==> src/shared/err_status_pkg.sv <==
`default_nettype none
package err_status_pkg;
  // Node space window per slot
  localparam logic [31:0] SLOT1_BASE = 32'hE1880000;
  localparam logic [31:0] SLOT_STRIDE = 32'h00080000;
  localparam logic [31:0] WINDOW_MASK = 32'hFFF80000;
  localparam logic [3:0] SLOT_FIRST = 4'h1;
  localparam logic [3:0] SLOT_LAST = 4'hE;
  // Register offsets within the window
  localparam logic [18:0] BUS_ERROR_STATUS_OFS = 19'h00004;
  localparam logic [18:0] GENERAL_PURPOSE_RESULT_OFS = 19'h0000C;
  localparam logic [18:0] PROCESSOR_CONTROL_ZERO_OFS = 19'h00024;
  // Field positions
  localparam int ERR_SUMMARY_BIT = 31;
  localparam int CPU_SELFTEST_BIT = 10;
  localparam int LED_SEL_HI_BIT = 14;
  localparam int LED_SEL_LO_BIT = 13;
  localparam int FAIL_BYTE_LSB = 24;
  // Reset values
  localparam logic [31:0] CONTROL_RESET = 32'h00000000;
  localparam logic [31:0] RESULT_RESET = 32'h00000000;
  localparam logic [31:0] READ_DATA_RESET = 32'h00000000;
  localparam logic SUMMARY_RESET = 1'h0;
  localparam logic CPU_FAIL_RESET = 1'h0;
  localparam logic ACK_RESET = 1'h0;
  // Test number offsets per family
  localparam logic [7:0] CPU_MEM_BIAS = 8'h3C;
  localparam logic [7:0] MULTIPROC_BIAS = 8'h5A;
  // Failing test family codes
  typedef enum logic [1:0] {
    FAM_SELFTEST,
    FAM_CPU_MEM,
    FAM_MULTIPROC,
    FAM_ADAPTER
  } fail_family_e;
  // LED select encodings
  localparam logic [1:0] LED_SUMMARY = 2'h0;
  localparam logic [1:0] LED_CACHE_OFF = 2'h1;
  localparam logic [1:0] LED_EITHER = 2'h2;
  localparam logic [1:0] LED_DARK = 2'h3;
endpackage : err_status_pkg
`default_nettype wire

==> src/core/error_led_selftest_status.sv <==
`timescale 1ns/1ps
`default_nettype none

// Behaviour
// - The LED source follows control bits 14:13: summary, cache off, either, or dark.
// - During power-up the LED is lit exactly when the error-summary bit 31 is set.
// - The control register sits at base plus 24 hex and the bus error register at base plus 4 hex.
// - The result register sits at base plus 0C hex.
// - The node base is E1880000 for slot 1 plus 80000 hex per later slot, up to slot 14.
// - A self-test failure leaves its test number, 1 to 57, in result bits 31:24.
// - CPU/memory failures add 60 and multiprocessor failures add 90 to the test number.
// - The failing value in the top byte is held as two BCD digits.
// - Bus error bit 10 is set only for a processor self-test failure.
// - Bus adapter failures are recorded only by the boot processor.
module error_led_selftest_status (
  input wire logic clk, // 40 MHz clock
  input wire logic rst_b, // Async reset, active low
  input wire logic [3:0] slotNum, // Backplane slot, 1 to 14
  input wire logic isBootProc, // This node is the boot processor
  input wire logic powerUpPhase, // High while power-up is in progress
  input wire logic cacheOff, // Backup cache disabled status
  input wire logic errSummarySet, // Pulse: error summary event
  input wire logic failValid, // Pulse: self-test failure report
  input wire err_status_pkg::fail_family_e failFamily, // Family of failing test
  input wire logic [6:0] failTestNum, // Failing test number, binary
  input wire logic [31:0] busAddr, // Longword byte address
  input wire logic busRead, // Read strobe, one cycle
  input wire logic busWrite, // Write strobe, one cycle
  input wire logic [31:0] busWdata, // Write data
  output logic [31:0] busRdata, // Read data, registered
  output logic busAck, // Access taken, registered pulse
  output logic errorLed // Front-panel error LED, high lit
);

  // Binary 0..99 to two BCD digits
  function automatic logic [7:0] toBcd(input logic [7:0] bin);
    logic [3:0] tens;
    logic [7:0] rest;
    tens = 4'h0;
    rest = bin;
    for (int i = 0; i < 9; i++) begin
      if (rest >= 8'h0A) begin
        rest = rest - 8'h0A;
        tens = tens + 4'h1;
      end
    end
    return {tens, rest[3:0]};
  endfunction : toBcd

  // Node base of a slot; zero for an empty slot number
  function automatic logic [31:0] nodeBase(input logic [3:0] slot);
    logic [31:0] idx;
    idx = {28'h0000000, slot - err_status_pkg::SLOT_FIRST};
    if (slot < err_status_pkg::SLOT_FIRST || slot > err_status_pkg::SLOT_LAST) begin
      return 32'h00000000;
    end
    return err_status_pkg::SLOT1_BASE + 32'(idx * err_status_pkg::SLOT_STRIDE);
  endfunction : nodeBase

  logic [31:0] controlReg, controlNext;
  logic [31:0] resultReg, resultNext;
  logic summaryReg, summaryNext;
  logic cpuFailReg, cpuFailNext;
  logic [31:0] rdataReg, rdataNext;
  logic ackReg, ackNext;
  logic inWindow, hitStatus, hitResult, hitControl, hitAny;
  logic recordFail;
  logic [7:0] failByte;
  logic [31:0] statusView;

  // Address decode against own slot window
  always_comb begin
    inWindow = ((busAddr & err_status_pkg::WINDOW_MASK) == nodeBase(slotNum)) && (nodeBase(slotNum) != 32'h00000000);
    hitStatus = inWindow && (busAddr[18:0] == err_status_pkg::BUS_ERROR_STATUS_OFS);
    hitControl = inWindow && (busAddr[18:0] == err_status_pkg::PROCESSOR_CONTROL_ZERO_OFS);
    hitResult = inWindow && (busAddr[18:0] == err_status_pkg::GENERAL_PURPOSE_RESULT_OFS);
    hitAny = hitStatus || hitControl || hitResult;
  end

  // Failure value for the top byte
  always_comb begin
    // adapter failures only on boot node
    recordFail = failValid && ((failFamily != err_status_pkg::FAM_ADAPTER) || isBootProc);
    case (failFamily)
      err_status_pkg::FAM_CPU_MEM: failByte = {1'b0, failTestNum} + err_status_pkg::CPU_MEM_BIAS;
      err_status_pkg::FAM_MULTIPROC: failByte = {1'b0, failTestNum} + err_status_pkg::MULTIPROC_BIAS;
      default: failByte = {1'b0, failTestNum};
    endcase
  end

  // Bus error status as software sees it
  always_comb begin
    statusView = 32'h00000000;
    statusView[err_status_pkg::ERR_SUMMARY_BIT] = summaryReg;
    statusView[err_status_pkg::CPU_SELFTEST_BIT] = cpuFailReg;
  end

  // Control register next value
  always_comb begin
    controlNext = controlReg;
    // LED select rides in bits 14:13
    if (busWrite && hitControl) begin
      controlNext = busWdata;
    end
  end

  // Control register flops
  always_ff @(posedge clk or negedge rst_b) begin
    if (!rst_b) begin
      controlReg <= err_status_pkg::CONTROL_RESET;
    end else begin
      controlReg <= controlNext;
    end
  end

  // Result register; a failure beats a same-cycle write in bits 31:24
  always_comb begin
    resultNext = resultReg;
    // software write of the whole longword
    if (busWrite && hitResult) begin
      resultNext = busWdata;
    end
    if (recordFail) begin
      // BCD test number in top byte
      resultNext[31:err_status_pkg::FAIL_BYTE_LSB] = toBcd(failByte);
    end
  end

  // Result register flops
  always_ff @(posedge clk or negedge rst_b) begin
    if (!rst_b) begin
      resultReg <= err_status_pkg::RESULT_RESET;
    end else begin
      resultReg <= resultNext;
    end
  end

  // Status flags: summary is write-one-clear, event wins
  always_comb begin
    summaryNext = summaryReg;
    cpuFailNext = cpuFailReg;
    if (busWrite && hitStatus && busWdata[err_status_pkg::ERR_SUMMARY_BIT]) begin
      summaryNext = 1'h0;
    end
    // Set last so a same-cycle event is kept
    if (errSummarySet) begin
      summaryNext = 1'h1;
    end
    if (recordFail) begin
      cpuFailNext = (failFamily == err_status_pkg::FAM_SELFTEST);
    end
  end

  // Status flag flops
  always_ff @(posedge clk or negedge rst_b) begin
    if (!rst_b) begin
      summaryReg <= err_status_pkg::SUMMARY_RESET;
      cpuFailReg <= err_status_pkg::CPU_FAIL_RESET;
    end else begin
      summaryReg <= summaryNext;
      cpuFailReg <= cpuFailNext;
    end
  end

  // Bus answer: one-cycle ack, read data held until the next read hit
  always_comb begin
    ackNext = (busRead || busWrite) && hitAny;
    rdataNext = rdataReg;
    if (busRead && hitAny) begin
      if (hitStatus) begin
        rdataNext = statusView;
      end else if (hitResult) begin
        rdataNext = resultReg;
      end else begin
        rdataNext = controlReg;
      end
    end
  end

  // Bus answer flops
  always_ff @(posedge clk or negedge rst_b) begin
    if (!rst_b) begin
      rdataReg <= err_status_pkg::READ_DATA_RESET;
      ackReg <= err_status_pkg::ACK_RESET;
    end else begin
      rdataReg <= rdataNext;
      ackReg <= ackNext;
    end
  end

  assign busRdata = rdataReg;
  assign busAck = ackReg;

  // LED source selection
  always_comb begin
    if (powerUpPhase) begin
      errorLed = summaryReg;
    end else begin
      case (controlReg[err_status_pkg::LED_SEL_HI_BIT:err_status_pkg::LED_SEL_LO_BIT])
        err_status_pkg::LED_SUMMARY: errorLed = summaryReg;
        err_status_pkg::LED_CACHE_OFF: errorLed = cacheOff;
        err_status_pkg::LED_EITHER: errorLed = summaryReg || cacheOff;
        err_status_pkg::LED_DARK: errorLed = 1'b0;
        default: errorLed = 1'b0;
      endcase
    end
  end

endmodule : error_led_selftest_status

`default_nettype wire

==> config.mk <==
export PLATFORM = sky130hd
export DESIGN_NAME = error_led_selftest_status
export DESIGN_NICKNAME = d
export VERILOG_FILES = /design/src/shared/err_status_pkg.sv /design/src/core/error_led_selftest_status.sv
export SDC_FILE = /design/constraint.sdc
export NUM_CORES = 1
export LEC_CHECK = 0
export BUFFER_PORTS_ARGS = -buffer_cell sky130_fd_sc_hd__buf_2
export CAP_MARGIN = 20
export CORE_ASPECT_RATIO = 1.1
export CORE_UTILIZATION = 60
export DETAILED_ROUTE_END_ITERATION = 16
export PLACE_DENSITY = 0.84
export SETUP_SLACK_MARGIN = 0.3
export SLEW_MARGIN = 20
export SYNTH_ARGS = -nofsm -noshare
export SYNTH_HDL_FRONTEND = slang
export SYNTH_SLANG_ARGS = --single-unit
==> constraint.sdc <==
create_clock -name clk -period 2.4 [get_ports clk]
set_clock_uncertainty 0.1 [all_clocks]
set_input_delay 0.12 -clock clk [delete_from_list [all_inputs] [get_ports clk]]
set_output_delay 0.12 -clock clk [all_outputs]
set_load 0.02 [all_outputs]
==> qor.yml, run 1 <==
floorplan.die.width_um: 111
synthesis.instances: 921
cts_buffers: 9
post_cts.repair.setup_buffers: 43
synth.top_cells.by_count: "sky130_fd_sc_hd__nand2_1 (193), sky130_fd_sc_hd__dfrtp_1 (99), sky130_fd_sc_hd__mux2_2 (69)"
synth.lib_cells_used.distinct: 100
clk_root_buffer_cell: "sky130_fd_sc_hd__clkbuf_16"
clock_tree.buffer_depth: 2
die_h_um: 121
io_buffer_count: 119
cts_htree_levels: 3
ys.warnings.count: 0
row_count: 43
syn_area_per_cell_um2: 8.45
synthesis.nets: 1030
synth_async_sr_flop_share_pct: 100
place_congestion: 0.965
dp_hpwl_mm: 20.6
outcome: "aborted with a tool error"
synth_enable_flop_cells: 0
synth_sequential_area_ratio_pct: 31.8
netlist.top_cell.by_area: "sky130_fd_sc_hd__dfrtp_1"
synth_most_common_cell: "sky130_fd_sc_hd__nand2_1"
syn_area_mm2: 0.00778
post-synth-top-area-fraction_pct: 31.8
io_pins: 120
initial_utilization_pct: 61.5
ys_seq_elements: 99
post_synth_main_area_contributors: "sky130_fd_sc_hd__dfrtp_1 (32%), sky130_fd_sc_hd__mux2_2 (10%), sky130_fd_sc_hd__nand2_1 (9.3%), sky130_fd_sc_hd__o21ai_0 (3.8%), sky130_fd_sc_hd__ha_1 (3.7%)"
ys.flop_type: "sky130_fd_sc_hd__dfrtp_1"
flow.stopped_at: "clock tree synthesis (4_1_cts)"
ctsResizeCount: 221
cts.sinks: 99
cts_hold_repair.buffers: 34
run.stop_error: "[ERROR DPL-0038] Utilization greater than 100%, impossible to legalize"
-- cell families after synthesis --
kind of cell / Yosys count / synth area share, %
adders and majority gates: 23 / 3.70
and+or+nand+nor: 380 / 23.5
DFF: 99 / 31.8
buffers and inverters: 71 / 3.83
xor gates and xnor gates: 24 / 2.94
AOI/OAI and AO/OA: 241 / 22.3
muxes: 83 / 11.9
-- stage by stage --
step	instances	setup TNS (ns)	area (um2)	setup WS (ns)	util, %
detailed placement	1396	-78.35	10800	-5.61	85.3
global placement	1396	-63.47	10800	-5.37	85.3
floorplan	921	-49.94	8390	-5.48	-
==> run 2, diff against run 1 <==
--- a/config.mk
+++ b/config.mk
@@ -7,11 +7,9 @@
 export LEC_CHECK = 0
 export BUFFER_PORTS_ARGS = -buffer_cell sky130_fd_sc_hd__buf_2
 export CAP_MARGIN = 20
-export CORE_ASPECT_RATIO = 1.1
-export CORE_UTILIZATION = 60
+export CORE_UTILIZATION = 40
 export DETAILED_ROUTE_END_ITERATION = 16
-export PLACE_DENSITY = 0.84
-export SETUP_SLACK_MARGIN = 0.3
+export PLACE_DENSITY_LB_ADDON = 0.15
 export SLEW_MARGIN = 20
 export SYNTH_ARGS = -nofsm -noshare
 export SYNTH_HDL_FRONTEND = slang
==> run 2 against run 1 <==
Net effect:
- the flow now finishes, with violations (setup timing)
- synthesized area stayed put
- synthesized cell count did not move
==> qor.yml, run 2 <==
critPathSlowestCell: "sky130_fd_sc_hd__o41a_1"
clock_tree_from_tritoncts: "yes"
first_pass_iters: 7
synth_enable_flop_cells: 0  # unchanged
via_count_of_the_first_global_routing_pass: 8781
drive_above_1_share_pct: 55.8
number_of_antenna_violations_at_the_first_check_in_global_routing: 0
grt_setup_unrepaired: "true"
syn_area_mm2: 0.00778  # unchanged
worst-slew-pin-transition_ns: 0.506
utilization_pct: 72.3
avgRoutedWirePerCell_um: 17.0
clock_tree.buffer_depth: 2  # unchanged
cts.sinks: 99  # unchanged
detail_route.iter0.violations: 485
fmax_mhz: 138
final_critical_path_setup_slack_ns: -4.87
floorplan.die.width_um: 141  # +28%
worst-path-max-fanout: 7
critPathTopFamily: "compound AO/OA/AOI/OAI gates"
drv_cap: 0
antenna_violating_nets_post_route: 0
global_route.usage.total_pct: 25.5
post-synth-top-area-fraction_pct: 31.8  # unchanged
final_setup_violation_count: 57
critPathCaptureType: "flip-flop"
initial_utilization_pct: 41.2  # -20 points
largest_net_degree_at_the_start_of_global_routing: 63
antennaDiodeCount: 0
ys.warnings.count: 0  # unchanged
post-route-period-util_pct: 303
post_synth_main_area_contributors: "sky130_fd_sc_hd__dfrtp_1 (32%), sky130_fd_sc_hd__mux2_2 (10%), sky130_fd_sc_hd__nand2_1 (9.3%), sky130_fd_sc_hd__o21ai_0 (3.8%), sky130_fd_sc_hd__ha_1 (3.7%)"
critical-path-top-cell-by-count: "sky130_fd_sc_hd__ha_4"
timing.final.crit_period_ns: 7.27
cts_htree_levels: 3  # unchanged
die-area_mm2: 0.0200
fill_cells: 1319
holdCritPathClass: "input pin to flip-flop"
synthesis.nets: 1030  # unchanged
synth.top_cells.by_count: "sky130_fd_sc_hd__nand2_1 (193), sky130_fd_sc_hd__dfrtp_1 (99), sky130_fd_sc_hd__mux2_2 (69)"
dp_hpwl_mm: 18.5  # -10%
netlist.top_cell.by_area: "sky130_fd_sc_hd__dfrtp_1"
global_route.usage.met1_pct: 30.3
global_route_wire_length_before_repair_mm: 41.6
clk_root_buffer_cell: "sky130_fd_sc_hd__clkbuf_16"
crit_path_launch_type: "input pin"
drc_errors: 0
cts_buffers: 9  # unchanged
clk_pin_slew_ns: 0.06
final_nets: 1486
synth_most_common_cell: "sky130_fd_sc_hd__nand2_1"
synthesis.instances: 921  # unchanged
timing.slew.headroom_pct: 66.0
die_h_um: 141  # +16%
globalRoute.busiestLayer: "met2"
grt_use_met2_pct: 48.4
clk-insertion-delay-late_ns: 0.35
layout_commonest_cell: "sky130_fd_sc_hd__buf_4"
areaGrowthSynthToFinish_pct: 75.7
critical_path.n_buffers_inverters: 7
synth_sequential_area_ratio_pct: 31.8  # unchanged
outcome: "finished with violations"
critPathMaxStageDelay_ns: 0.45
worst_ep_arrival_time_ns: 7.40
ys_seq_elements: 99  # unchanged
place_congestion: 0.910  # -5.7%
met3_usage_pct: 2.13
coreArea_mm2: 0.0189
drt-total-wl_mm: 27.9
io_buffer_count: 119  # unchanged
ys.flop_type: "sky130_fd_sc_hd__dfrtp_1"
globalRoute.totalOverflow: 0
layout_common_cells: "sky130_fd_sc_hd__buf_4 (270), sky130_fd_sc_hd__nand2_1 (127), sky130_fd_sc_hd__buf_2 (111)"
syn_area_per_cell_um2: 8.45  # unchanged
detailroute.via_count: 8929
synth.lib_cells_used.distinct: 100  # unchanged
timing_hold_violations_final: 0
timing.final.max_slew_violations: 0
row_count: 50  # +16%
synth_async_sr_flop_share_pct: 100  # unchanged
route.detailed.vias_per_inst: 5.44
crit_type: "input pin to flip-flop"
failed_checks: "setup timing"
worst-endpoint-required_ns: 2.53
io_pins: 120  # unchanged
run 2: worst paths after layout:
check | from | endpoint | slack (ns) | depth (start not counted)
hold reg to reg | busRdata[17]$_DFFE_PN0P_ | busRdata[17]$_DFFE_PN0P_ | 0.38 | 2
setup / recovery | failFamily[0] | resultReg[30]$_DFFE_PN0P_ | -4.87 | 43
hold / removal | busRead | busRdata[31]$_DFFE_PN0P_ | 0.06 | 3
min in group asynchronous | rst_b | busRdata[8]$_DFFE_PN0P_ | 0.20 | 2
max in group asynchronous | rst_b | controlReg[16]$_DFFE_PN0P_ | 1.31 | 3
setup reg to reg | controlReg[14]$_DFFE_PN0P_ | busRdata[14]$_DFFE_PN0P_ | 1.38 | 3
run 2: kinds of logic (layout without fill, tap and decap cells):
logic type      after synthesis  after routing  share of synthesized area [%]
xor+xnor                     24             24                           2.94
fa+ha+maj                    23             23                           3.70
buf+inv                      71            530                           3.83
flops                        99             99                           31.8
compound gates              241            241                           22.3
mux                          83             83                           11.9
simple gates                380            381                           23.5
run 2: per-stage QoR:
stage	hold slack, ns	area [um2]	TNS [ns]	setup WS (ns)	cells
after floorplan	-0.276	8370	-49.33	-5.48	921
after global placement	0.0164	11100	-67.35	-5.52	1512
after detailed placement	0.0183	11100	-69.88	-5.63	1512
after CTS	0.0472	12800	-34.47	-4.82	1611
after global routing	0.0658	13700	-43.14	-5.18	1641
final	0.0611	13700	-35.64	-4.87	1641
run 2: worst reg2reg max path, stage by stage (launching register included):
cell,delay (ns)
sky130_fd_sc_hd__dfrtp_1,0.41
sky130_fd_sc_hd__mux2_4,0.28
sky130_fd_sc_hd__nand2_2,0.07
sky130_fd_sc_hd__o21ai_2,0.05
run 2: what timing repair did:
| item | 4_1_cts | 5_1_grt |
|---|---|---|
| endpoints found under the setup margin | 59 | 66 |
| hold endpoints to repair | 96 | 0 |
| hold buffers | 37 | 0 |
| resized for setup | 140 | 127 |
| setup buffers | 46 | 23 |
| gates cloned | 2 | 13 |
| pin swaps | 83 | 91 |
run 2: metal layers:
metal	vias to the layer above	part of all wire [%]
met4	0	4.0
li1	4296	-
met3	86	3.1
met2	243	53
met5	-	0
met1	4304	40
run 2: area by class of cell:
cell class | count | area (um2) | share of cell area [%]
clock buffer | 11 | 243 | 1.78
clock inverter | 4 | 98.8 | 0.723
inverter | 28 | 134 | 0.979
multi-input combinational | 752 | 6370 | 46.6
sequential | 99 | 2480 | 18.1
tap | 260 | 325 | 2.38
timing repair buffer | 487 | 4020 | 29.4
Power of run 2 is not shown: default switching activity piles up to over one toggle a cycle in this logic, so the estimate is an artifact.
